--- src/logic/discrete_io_pkg.sv ---
// Shared constants, register map and state codes for the discrete I/O block
package discrete_io_pkg;
    // Data widths
    localparam int MEAS_W  = 32;
    localparam int HEAD_W  = 8;
    localparam int NUM_IN  = 4;

    // Register byte offsets on the APB port
    localparam logic [7:0] CTRL_OFS   = 8'h00;
    localparam logic [7:0] UPPER_OFS  = 8'h04;
    localparam logic [7:0] LOWER_OFS  = 8'h08;
    localparam logic [7:0] STATUS_OFS = 8'h0C;
    localparam logic [7:0] HELD_OFS   = 8'h10;
    localparam logic [7:0] ZERO_OFS   = 8'h14;

    // Control register fields
    localparam int CTRL_BANK_MODE_BIT = 0;
    localparam int CTRL_HOLD_EN_BIT   = 1;
    localparam int CTRL_NM_KEEP_BIT   = 2;
    localparam int CTRL_W             = 3;

    // Status register fields
    localparam int ST_HIGH_BIT     = 0;
    localparam int ST_PASS_BIT     = 1;
    localparam int ST_LOW_BIT      = 2;
    localparam int ST_READY_BIT    = 3;
    localparam int ST_BUSY_BIT     = 4;
    localparam int ST_LIGHT_ERR    = 5;
    localparam int ST_ZERO_ACT_BIT = 6;
    localparam int ST_HOLD_VAL_BIT = 7;
    localparam int ST_BANK_LSB     = 8;
    localparam int ST_HEAD_CHG_BIT = 10;

    // Reset values
    localparam logic [CTRL_W-1:0] CTRL_RST  = 3'h0;
    localparam logic [MEAS_W-1:0] UPPER_RST = 32'h7FFF_FFFF;
    localparam logic [MEAS_W-1:0] LOWER_RST = 32'h8000_0000;

    // Input pin positions
    localparam int IN_TRIG_BANK_A = 0;
    localparam int IN_RESET_BANK_B = 1;
    localparam int IN_LASER_OFF   = 2;
    localparam int IN_ZERO        = 3;

    // Timing: busy time of a bank switch
    localparam int CLK_PERIOD_PS  = 5000;
    localparam int BANK_SW_NS     = 1000;
    localparam int BANK_SW_W      = 8;
    localparam logic [BANK_SW_W-1:0] BANK_SW_CYCLES =
        BANK_SW_W'((BANK_SW_NS * 1000 + CLK_PERIOD_PS - 1) / CLK_PERIOD_PS);

    // Hold sequencer states
    typedef enum logic [2:0] {
        HOLD_IDLE   = 3'b001,
        HOLD_SAMPLE = 3'b010,
        HOLD_HELD   = 3'b100
    } hold_state_t;
endpackage

--- src/logic/judge_if.sv ---
// Carrier between the control core and the threshold comparator
`timescale 1ns/1ps
interface judge_if;
    import discrete_io_pkg::*;
    logic signed [MEAS_W-1:0] value;
    logic signed [MEAS_W-1:0] upper;
    logic signed [MEAS_W-1:0] lower;
    logic                     high;
    logic                     pass;
    logic                     low;
    modport ctrl (output value, output upper, output lower,
                  input high, input pass, input low);
    modport cmp  (input value, input upper, input lower,
                  output high, output pass, output low);
endinterface

--- src/logic/input_conditioner.sv ---
// Two-stage synchroniser and edge detector for each control input
`timescale 1ns/1ps
module input_conditioner
    import discrete_io_pkg::*;
(
    input  wire logic              mclk_i,
    input  wire logic              sys_rst_i,
    input  wire logic [NUM_IN-1:0] raw_i,
    output logic      [NUM_IN-1:0] level_o,
    output logic      [NUM_IN-1:0] rise_o,
    output logic      [NUM_IN-1:0] fall_o
);
    import discrete_io_pkg::*;

    genvar gi;
    generate
        for (gi = 0; gi < NUM_IN; gi++) begin : g_in
            logic meta_q, sync_q, prev_q;
            logic meta_d, sync_d, prev_d;
            // First stage feeds only the second stage
            always_comb begin
                meta_d = raw_i[gi];
                sync_d = meta_q;
                prev_d = sync_q;
            end
            always_ff @(posedge mclk_i) begin
                if (sys_rst_i) begin
                    meta_q <= 1'b0;
                    sync_q <= 1'b0;
                    prev_q <= 1'b0;
                end else begin
                    meta_q <= meta_d;
                    sync_q <= sync_d;
                    prev_q <= prev_d;
                end
            end
            // Edges compare the settled stage with its delayed copy
            assign level_o[gi] = sync_q;
            assign rise_o[gi]  = sync_q & ~prev_q;
            assign fall_o[gi]  = ~sync_q & prev_q;
        end
    endgenerate
endmodule

--- src/logic/threshold_judge.sv ---
// Signed three-way comparison of a value against two limits
`timescale 1ns/1ps
module threshold_judge
    import discrete_io_pkg::*;
(
    judge_if.cmp jif
);
    import discrete_io_pkg::*;

    // Limits are inclusive for pass; high and low are strict
    always_comb begin
        jif.high = jif.value > jif.upper;
        jif.low  = jif.value < jif.lower;
        jif.pass = (jif.value >= jif.lower) && (jif.value <= jif.upper);
    end
endmodule

--- src/logic/discrete_io_ctrl.sv ---
// Discrete judgment outputs, control input decoding and APB registers
//
// Our own choices: the APB register port and the address map.
`timescale 1ns/1ps
module discrete_io_ctrl
    import discrete_io_pkg::*;
(
    input  wire logic                              mclk_i,
    input  wire logic                              sys_rst_i,
    // APB slave
    input  wire logic                              psel,
    input  wire logic                              penable,
    input  wire logic                              pwrite,
    input  wire logic [7:0]                        paddr,
    input  wire logic [31:0]                       pwdata,
    output logic      [31:0]                       prdata,
    output logic                                   pready,
    output logic                                   pslverr,
    // Measurement core
    input  wire logic signed [discrete_io_pkg::MEAS_W-1:0] meas_value_i,
    input  wire logic                              sensor_ok_i,
    input  wire logic                              head_present_i,
    input  wire logic [discrete_io_pkg::HEAD_W-1:0] head_id_i,
    // Discrete input pins
    input  wire logic                              trigger_or_bank_a_in_i,
    input  wire logic                              reset_or_bank_b_in_i,
    input  wire logic                              laser_disable_in_i,
    input  wire logic                              zero_offset_in_i,
    // Discrete output pins and indicators
    output logic                                   high_judgment_out_o,
    output logic                                   pass_judgment_out_o,
    output logic                                   low_judgment_out_o,
    output logic                                   measure_ready_out_o,
    output logic                                   ready_led_o,
    output logic                                   sampling_busy_out_o,
    output logic                                   laser_emit_o,
    output logic                                   light_error_o,
    output logic [1:0]                             bank_sel_o,
    output logic                                   settings_clear_o
);
    import discrete_io_pkg::*;

    // Conditioned inputs
    logic [NUM_IN-1:0] in_lvl, in_rise, in_fall;
    input_conditioner u_cond (
        .mclk_i    (mclk_i),
        .sys_rst_i (sys_rst_i),
        .raw_i     ({zero_offset_in_i, laser_disable_in_i,
                     reset_or_bank_b_in_i, trigger_or_bank_a_in_i}),
        .level_o   (in_lvl),
        .rise_o    (in_rise),
        .fall_o    (in_fall)
    );

    // Registers
    logic [CTRL_W-1:0]        ctrl_q, ctrl_d;
    logic signed [MEAS_W-1:0] upper_q, upper_d, lower_q, lower_d;
    logic                     head_chg_q, head_chg_d;
    logic                     head_known_q, head_known_d;
    logic [HEAD_W-1:0]        head_id_q, head_id_d;
    logic [31:0]              rdata_q, rdata_d;
    logic                     err_q, err_d;

    // Decoded modes
    logic bank_mode, hold_en, nm_keep;
    assign bank_mode = ctrl_q[CTRL_BANK_MODE_BIT];
    assign hold_en   = ctrl_q[CTRL_HOLD_EN_BIT];
    assign nm_keep   = ctrl_q[CTRL_NM_KEEP_BIT];

    // Pin roles depend on the assignment mode
    logic trig_rise, trig_fall, rst_in, rst_rise, laser_off, zero_rise;
    assign trig_rise = ~bank_mode & in_rise[IN_TRIG_BANK_A];
    assign trig_fall = ~bank_mode & in_fall[IN_TRIG_BANK_A];
    assign rst_in    = ~bank_mode & in_lvl[IN_RESET_BANK_B];
    assign rst_rise  = ~bank_mode & in_rise[IN_RESET_BANK_B];
    assign laser_off = in_lvl[IN_LASER_OFF];
    assign zero_rise = in_rise[IN_ZERO];

    // Head swap detection; a different id wipes the settings
    logic head_swap;
    assign head_swap = head_present_i & head_known_q & (head_id_i != head_id_q);

    // APB decode
    logic wr_en, rd_setup, addr_ok;
    assign wr_en    = psel & penable & pwrite;
    assign rd_setup = psel & ~penable;
    assign addr_ok  = (paddr == CTRL_OFS) || (paddr == UPPER_OFS) ||
                      (paddr == LOWER_OFS) || (paddr == STATUS_OFS) ||
                      (paddr == HELD_OFS) || (paddr == ZERO_OFS);

    // Zero wait states: read data is captured in the setup cycle
    assign pready  = psel & penable;
    assign prdata  = rdata_q;
    assign pslverr = err_q;

    // Software settings and head tracking
    always_comb begin
        ctrl_d       = ctrl_q;
        upper_d      = upper_q;
        lower_d      = lower_q;
        head_known_d = head_known_q;
        head_id_d    = head_id_q;
        head_chg_d   = head_chg_q;
        if (wr_en && paddr == CTRL_OFS) begin
            ctrl_d = pwdata[CTRL_W-1:0];
        end
        if (wr_en && paddr == UPPER_OFS) begin
            upper_d = pwdata;
        end
        if (wr_en && paddr == LOWER_OFS) begin
            lower_d = pwdata;
        end
        // Write one to clear; a swap in the same cycle still sets
        if (wr_en && paddr == STATUS_OFS && pwdata[ST_HEAD_CHG_BIT]) begin
            head_chg_d = 1'b0;
        end
        if (head_present_i && !head_known_q) begin
            head_known_d = 1'b1;
            head_id_d    = head_id_i;
        end
        if (head_swap) begin
            ctrl_d     = CTRL_RST;
            upper_d    = UPPER_RST;
            lower_d    = LOWER_RST;
            head_id_d  = head_id_i;
            head_chg_d = 1'b1;
        end
    end

    always_ff @(posedge mclk_i) begin
        if (sys_rst_i) begin
            ctrl_q       <= CTRL_RST;
            upper_q      <= UPPER_RST;
            lower_q      <= LOWER_RST;
            head_known_q <= 1'b0;
            head_id_q    <= '0;
            head_chg_q   <= 1'b0;
        end else begin
            ctrl_q       <= ctrl_d;
            upper_q      <= upper_d;
            lower_q      <= lower_d;
            head_known_q <= head_known_d;
            head_id_q    <= head_id_d;
            head_chg_q   <= head_chg_d;
        end
    end

    // Hold sequencer: sampling window spans trigger high
    hold_state_t              hold_q, hold_d;
    logic signed [MEAS_W-1:0] held_q, held_d;
    always_comb begin
        hold_d = hold_q;
        held_d = held_q;
        unique case (hold_q)
            HOLD_IDLE: begin
                if (hold_en && trig_rise) begin
                    hold_d = HOLD_SAMPLE;
                end
            end
            HOLD_SAMPLE: begin
                if (trig_fall) begin
                    hold_d = HOLD_HELD;
                    held_d = meas_value_i;
                end
            end
            HOLD_HELD: begin
                if (trig_rise) begin
                    hold_d = HOLD_SAMPLE;
                end
            end
        endcase
        // Abort returns to live judgment, the state before holding
        if (rst_rise || rst_in || !hold_en || head_swap) begin
            hold_d = HOLD_IDLE;
        end
    end

    always_ff @(posedge mclk_i) begin
        if (sys_rst_i) begin
            hold_q <= HOLD_IDLE;
            held_q <= '0;
        end else begin
            hold_q <= hold_d;
            held_q <= held_d;
        end
    end

    // Bank selection and switch busy timer
    logic [1:0]           bank_q, bank_d, bank_pins;
    logic [BANK_SW_W-1:0] bsw_cnt_q, bsw_cnt_d;
    assign bank_pins = {in_lvl[IN_RESET_BANK_B], in_lvl[IN_TRIG_BANK_A]};
    always_comb begin
        bank_d    = bank_q;
        bsw_cnt_d = bsw_cnt_q;
        if (bsw_cnt_q != '0) begin
            bsw_cnt_d = bsw_cnt_q - 1'b1;
        end
        // A new combination restarts the busy time
        if (bank_mode && bank_pins != bank_q) begin
            bank_d    = bank_pins;
            bsw_cnt_d = BANK_SW_CYCLES;
        end
    end

    always_ff @(posedge mclk_i) begin
        if (sys_rst_i) begin
            bank_q    <= 2'h0;
            bsw_cnt_q <= '0;
        end else begin
            bank_q    <= bank_d;
            bsw_cnt_q <= bsw_cnt_d;
        end
    end

    // Zero offset: one input edge executes, the next one clears
    logic                     zero_act_q, zero_act_d;
    logic signed [MEAS_W-1:0] zero_q, zero_d;
    always_comb begin
        zero_act_d = zero_act_q;
        zero_d     = zero_q;
        if (zero_rise) begin
            zero_act_d = ~zero_act_q;
            zero_d     = zero_act_q ? '0 : meas_value_i;
        end
        if (head_swap) begin
            zero_act_d = 1'b0;
            zero_d     = '0;
        end
    end

    always_ff @(posedge mclk_i) begin
        if (sys_rst_i) begin
            zero_act_q <= 1'b0;
            zero_q     <= '0;
        end else begin
            zero_act_q <= zero_act_d;
            zero_q     <= zero_d;
        end
    end

    // Comparator path
    judge_if jif ();
    threshold_judge u_judge (
        .jif (jif.cmp)
    );
    logic signed [MEAS_W-1:0] src_value;
    assign src_value = (hold_q == HOLD_HELD) ? held_q : meas_value_i;
    assign jif.value = MEAS_W'(src_value - zero_q);
    assign jif.upper = upper_q;
    assign jif.lower = lower_q;

    // Output stage; non-measurement either blanks or freezes judgments
    logic high_q, pass_q, low_q, ready_q, busy_q;
    logic high_d, pass_d, low_d, ready_d, busy_d;
    logic no_measure;
    assign no_measure = rst_in | laser_off;
    always_comb begin
        high_d = jif.high;
        pass_d = jif.pass;
        low_d  = jif.low;
        if (no_measure) begin
            high_d = nm_keep & high_q;
            pass_d = nm_keep & pass_q;
            low_d  = nm_keep & low_q;
        end
        if (rst_rise) begin
            high_d = 1'b0;
            pass_d = 1'b0;
            low_d  = 1'b0;
        end
        ready_d = head_present_i & sensor_ok_i & ~no_measure;
        busy_d  = (hold_d == HOLD_SAMPLE) | (bsw_cnt_d != '0);
    end

    always_ff @(posedge mclk_i) begin
        if (sys_rst_i) begin
            high_q  <= 1'b0;
            pass_q  <= 1'b0;
            low_q   <= 1'b0;
            ready_q <= 1'b0;
            busy_q  <= 1'b0;
        end else begin
            high_q  <= high_d;
            pass_q  <= pass_d;
            low_q   <= low_d;
            ready_q <= ready_d;
            busy_q  <= busy_d;
        end
    end

    assign high_judgment_out_o = high_q;
    assign pass_judgment_out_o = pass_q;
    assign low_judgment_out_o  = low_q;
    assign measure_ready_out_o = ready_q;
    assign ready_led_o         = ready_q;
    assign sampling_busy_out_o = busy_q;
    assign bank_sel_o          = bank_q;
    // Laser control follows the synchronised pin directly
    assign laser_emit_o        = ~laser_off;
    assign light_error_o       = laser_off;
    assign settings_clear_o    = head_swap;

    // Read mux, captured in the setup cycle
    logic [31:0] status_w;
    always_comb begin
        status_w                  = '0;
        status_w[ST_HIGH_BIT]     = high_q;
        status_w[ST_PASS_BIT]     = pass_q;
        status_w[ST_LOW_BIT]      = low_q;
        status_w[ST_READY_BIT]    = ready_q;
        status_w[ST_BUSY_BIT]     = busy_q;
        status_w[ST_LIGHT_ERR]    = laser_off;
        status_w[ST_ZERO_ACT_BIT] = zero_act_q;
        status_w[ST_HOLD_VAL_BIT] = (hold_q == HOLD_HELD);
        status_w[ST_BANK_LSB+1:ST_BANK_LSB] = bank_q;
        status_w[ST_HEAD_CHG_BIT] = head_chg_q;
        rdata_d = rdata_q;
        err_d   = err_q;
        if (rd_setup) begin
            err_d = ~addr_ok;
            unique case (paddr)
                CTRL_OFS:   rdata_d = {{(32-CTRL_W){1'b0}}, ctrl_q};
                UPPER_OFS:  rdata_d = upper_q;
                LOWER_OFS:  rdata_d = lower_q;
                STATUS_OFS: rdata_d = status_w;
                HELD_OFS:   rdata_d = held_q;
                ZERO_OFS:   rdata_d = zero_q;
                default:    rdata_d = '0;
            endcase
        end
    end

    always_ff @(posedge mclk_i) begin
        if (sys_rst_i) begin
            rdata_q <= '0;
            err_q   <= 1'b0;
        end else begin
            rdata_q <= rdata_d;
            err_q   <= err_d;
        end
    end
endmodule

--- config.mk ---
export PLATFORM = sky130hd
export DESIGN_NAME = discrete_io_ctrl
export DESIGN_NICKNAME = d
export VERILOG_FILES = /design/src/logic/discrete_io_pkg.sv /design/src/logic/judge_if.sv /design/src/logic/input_conditioner.sv /design/src/logic/threshold_judge.sv /design/src/logic/discrete_io_ctrl.sv
export SDC_FILE = /design/constraint.sdc
export NUM_CORES = 1
export LEC_CHECK = 0
export BUFFER_PORTS_ARGS = -buffer_cell sky130_fd_sc_hd__buf_2
export CAP_MARGIN = 20
export CORE_MARGIN = 2
export CORE_UTILIZATION = 56
export CTS_BUF_LIST = sky130_fd_sc_hd__clkbuf_8
export CTS_CLUSTER_DIAMETER = 120
export DETAILED_ROUTE_END_ITERATION = 8
export PLACE_DENSITY = 0.77
export SYNTH_ARGS = -nofsm -noshare
export SYNTH_HDL_FRONTEND = slang
export SYNTH_HIERARCHICAL = 1
export SYNTH_SLANG_ARGS = --single-unit
--- constraint.sdc ---
create_clock -name mclk_i -period 5 [get_ports mclk_i]
set_clock_uncertainty 0.05 [all_clocks]
set_input_delay 0.5 -clock mclk_i [delete_from_list [all_inputs] [get_ports mclk_i]]
set_output_delay 0.5 -clock mclk_i [all_outputs]
set_load 0.005 [all_outputs]
==> metrics <==
Die X=roughly 150 um; # port buffers=around 140; Setup violations, final=1; sequential share of power=0.411; Worst Hold Depth=3; CP endpoint kind=register; Clk network pwr share=0.355; GP Congestion=just under 1; Starting Density=0.568; Reg clk slew, reported paths=0.06 ns; DP Worst Slack=-0.127 ns; failing checks=negative setup slack; hold endpoint=jif.upper[3]; fin worst setup slack=-0.000377 ns; Routed Antenna Nets=0; min Tclk post-route=between 5 and 6 ns; total negative slack=-0.000377 ns; RSZ-0062 raised after global routing=true; post-synth net total=around 1700; most common cell after layout, fill and taps aside=nand2_1; CORE AREA=21800 sq um; Setup CP Type=register to register; vias per cell=roughly 6; max cap viols=0; Cell Pwr Density=289 nW/um^2; Clock Path Buffers=3; GRT Util Overall=0.316; Hold WS=~0.12 ns; Comb power frac=0.233; WL/cell=between 15 and 20 um; row count=54; Syn Area/Cell=~8 sq um; CP required=between 5 and 6 ns; Fmax=about 0.2 GHz; drc violations=0; FF-to-FF End=pass_judgment_out_o; worst slew pin tran=0.902 ns; Reg2Reg Setup Slack=-0.0004 ns; RR Startpoint=hold_q[0]; final hold violation count=0; Worst-Skew Late Latency=0.56 ns; grt ovf=0; yosys warns=6; worst path cell trace=nor2b_4 -> and2_4 -> buf_8 -> buf_4 -> mux2_2 -> ha_1 -> a21oi_1 -> nor2_1 -> a211oi_1 -> buf_4 -> a21boi_4 -> o41ai_4 -> o221ai_2 -> xnor2_2 -> buf_4 -> ha_1 -> nand4_1 -> or4_4 -> o31a_1 -> o21ai_2 -> o211a_1 -> nand2_1 -> a21oi_1; hold path startpoint=pwdata[3]; Int Pwr=~0.0029 W; CP Max Fanout=7; global-route wire length before repair=~60000 um; Cell Area, Placed=between 10000 and 15000 sq um; Die Area=23300 sq um; maximum vdd drop=about 0.2 mV; slowest library cell on the worst path=or4_4; initial antenna violation count=0; CTS tree=built; Static Leak=6.34 nW; root buffer cell=clkbuf_8; min-delay worst type=primary input to register; final instance area=about 15000 sq um; status=finished, violations left; # diodes=0; final WL=approximately 39000 um; HPWL Detailed=27000 um; H-tree depth=2; synthesized instance count=~1500; # hold bufs at CTS=0; non-filler cells, final=between 2000 and 2500; die height=153 um; CP most frequent cell=buf_4; layout cells sized above 1=0.230; DRT iter0 DRCs=roughly 1100; fin crit share=1.00; drt pass-1 iters=6; cts bufs inserted=36; placed insts=1934; Mapped Area=roughly 12000 sq um; largest net degree at the start of global routing=53; CP peak stage delay=0.58 ns; via count=between 10000 and 15000; Worst slew margin=0.398; Startpoint Class=register; vias in the first global route=11600; io pins=~140; clk sinks=roughly 200; net total in the final layout=approximately 1900; worst-case reg-to-reg path depth=23; Pins Over Slew Limit=0; most frequent cells in the layout=nand2_1, dfxtp_1, a21oi_1; NetSw=around 0.0013 W; Worst Path Arrival=5.43 ns; Sw Ratio=0.311; area delta synth->final=18.3%
per-layer routing:
metal	wire length [um]	GRT usage	up-vias
met3	3420	0.0680	86
met5	0	0	-
met1	16500	0.413	5719
met2	17500	0.522	549
li1	-	-	5715
met4	1140	0.107	0
sequential cells by signal, indices dropped and copies added (netlist names), 2 cells and up:
signal,flops
head_id_q,8
hold_q,3
jif.upper,32
zero_q,32
ctrl_q,3
bsw_cnt_q,8
u_cond/g_in.meta_q,4
held_q,32
prdata,32
u_cond/g_in.prev_d,4
bank_sel_o,2
u_cond/g_in.prev_q,3
jif.lower,32
through the flow:
step                      power (W)   util
after floorplan             0.00240      -
after global placement      0.00266  0.622
after detailed placement    0.00268  0.622
after CTS                   0.00417  0.653
after global routing        0.00441  0.672
final                       0.00422  0.672
cell type report:
| class | instances | area, sq um |
|---|---|---|
| fillers | 1894 | 7140 |
| well taps | 280 | 350 |
| clock inverters | 21 | 128 |
| repair buffers | 224 | 1400 |
| clock buffers | 40 | 551 |
| flip-flops and latches | 204 | 4090 |
| inverters | 110 | 413 |
| multi-input cells | 1133 | 7690 |
what timing repair did:
| item | in CTS | in global routing |
|---|---|---|
| endpoints found under the hold margin | 0 | 0 |
| pin swaps | 0 | 33 |
| setup endpoints to repair | 3 | 3 |
| gates resized for setup | 2 | 47 |
| buffers inserted | 0 | 15 |
| cloned | 0 | 1 |
power by group through the flow:
stage                     clock, W  combinational (W)  sequential, W
after floorplan                  0           0.000652        0.00175
after global placement           0           0.000891        0.00177
after detailed placement         0           0.000916        0.00177
after CTS                  0.00151           0.000922        0.00173
after global routing       0.00159            0.00108        0.00174
final                      0.00150           0.000985        0.00174
worst max path at each step:
stage,startpoint,depth (start not counted),end,slack (ns)
floorplan,hold_q[2],21,pass_judgment_out_o,0.009
global placement,hold_q[2],23,pass_judgment_out_o,0.02
detailed placement,hold_q[2],20,pass_judgment_out_o,-0.13
CTS,hold_q[2],20,pass_judgment_out_o,0.02
global route,hold_q[2],25,pass_judgment_out_o,-0.16
finish,hold_q[0],23,pass_judgment_out_o,-0.0004
worst max-delay path: cells and delay by family (launching register included):
kind	cells	cell delay, ns
compound gates	9	1.73
simple gates	6	1.18
fa+ha+maj	2	0.59
buf+inv	4	0.55
flops	1	0.35
mux	1	0.33
xor+xnor	1	0.17
(Power assumes the default switching activity.)
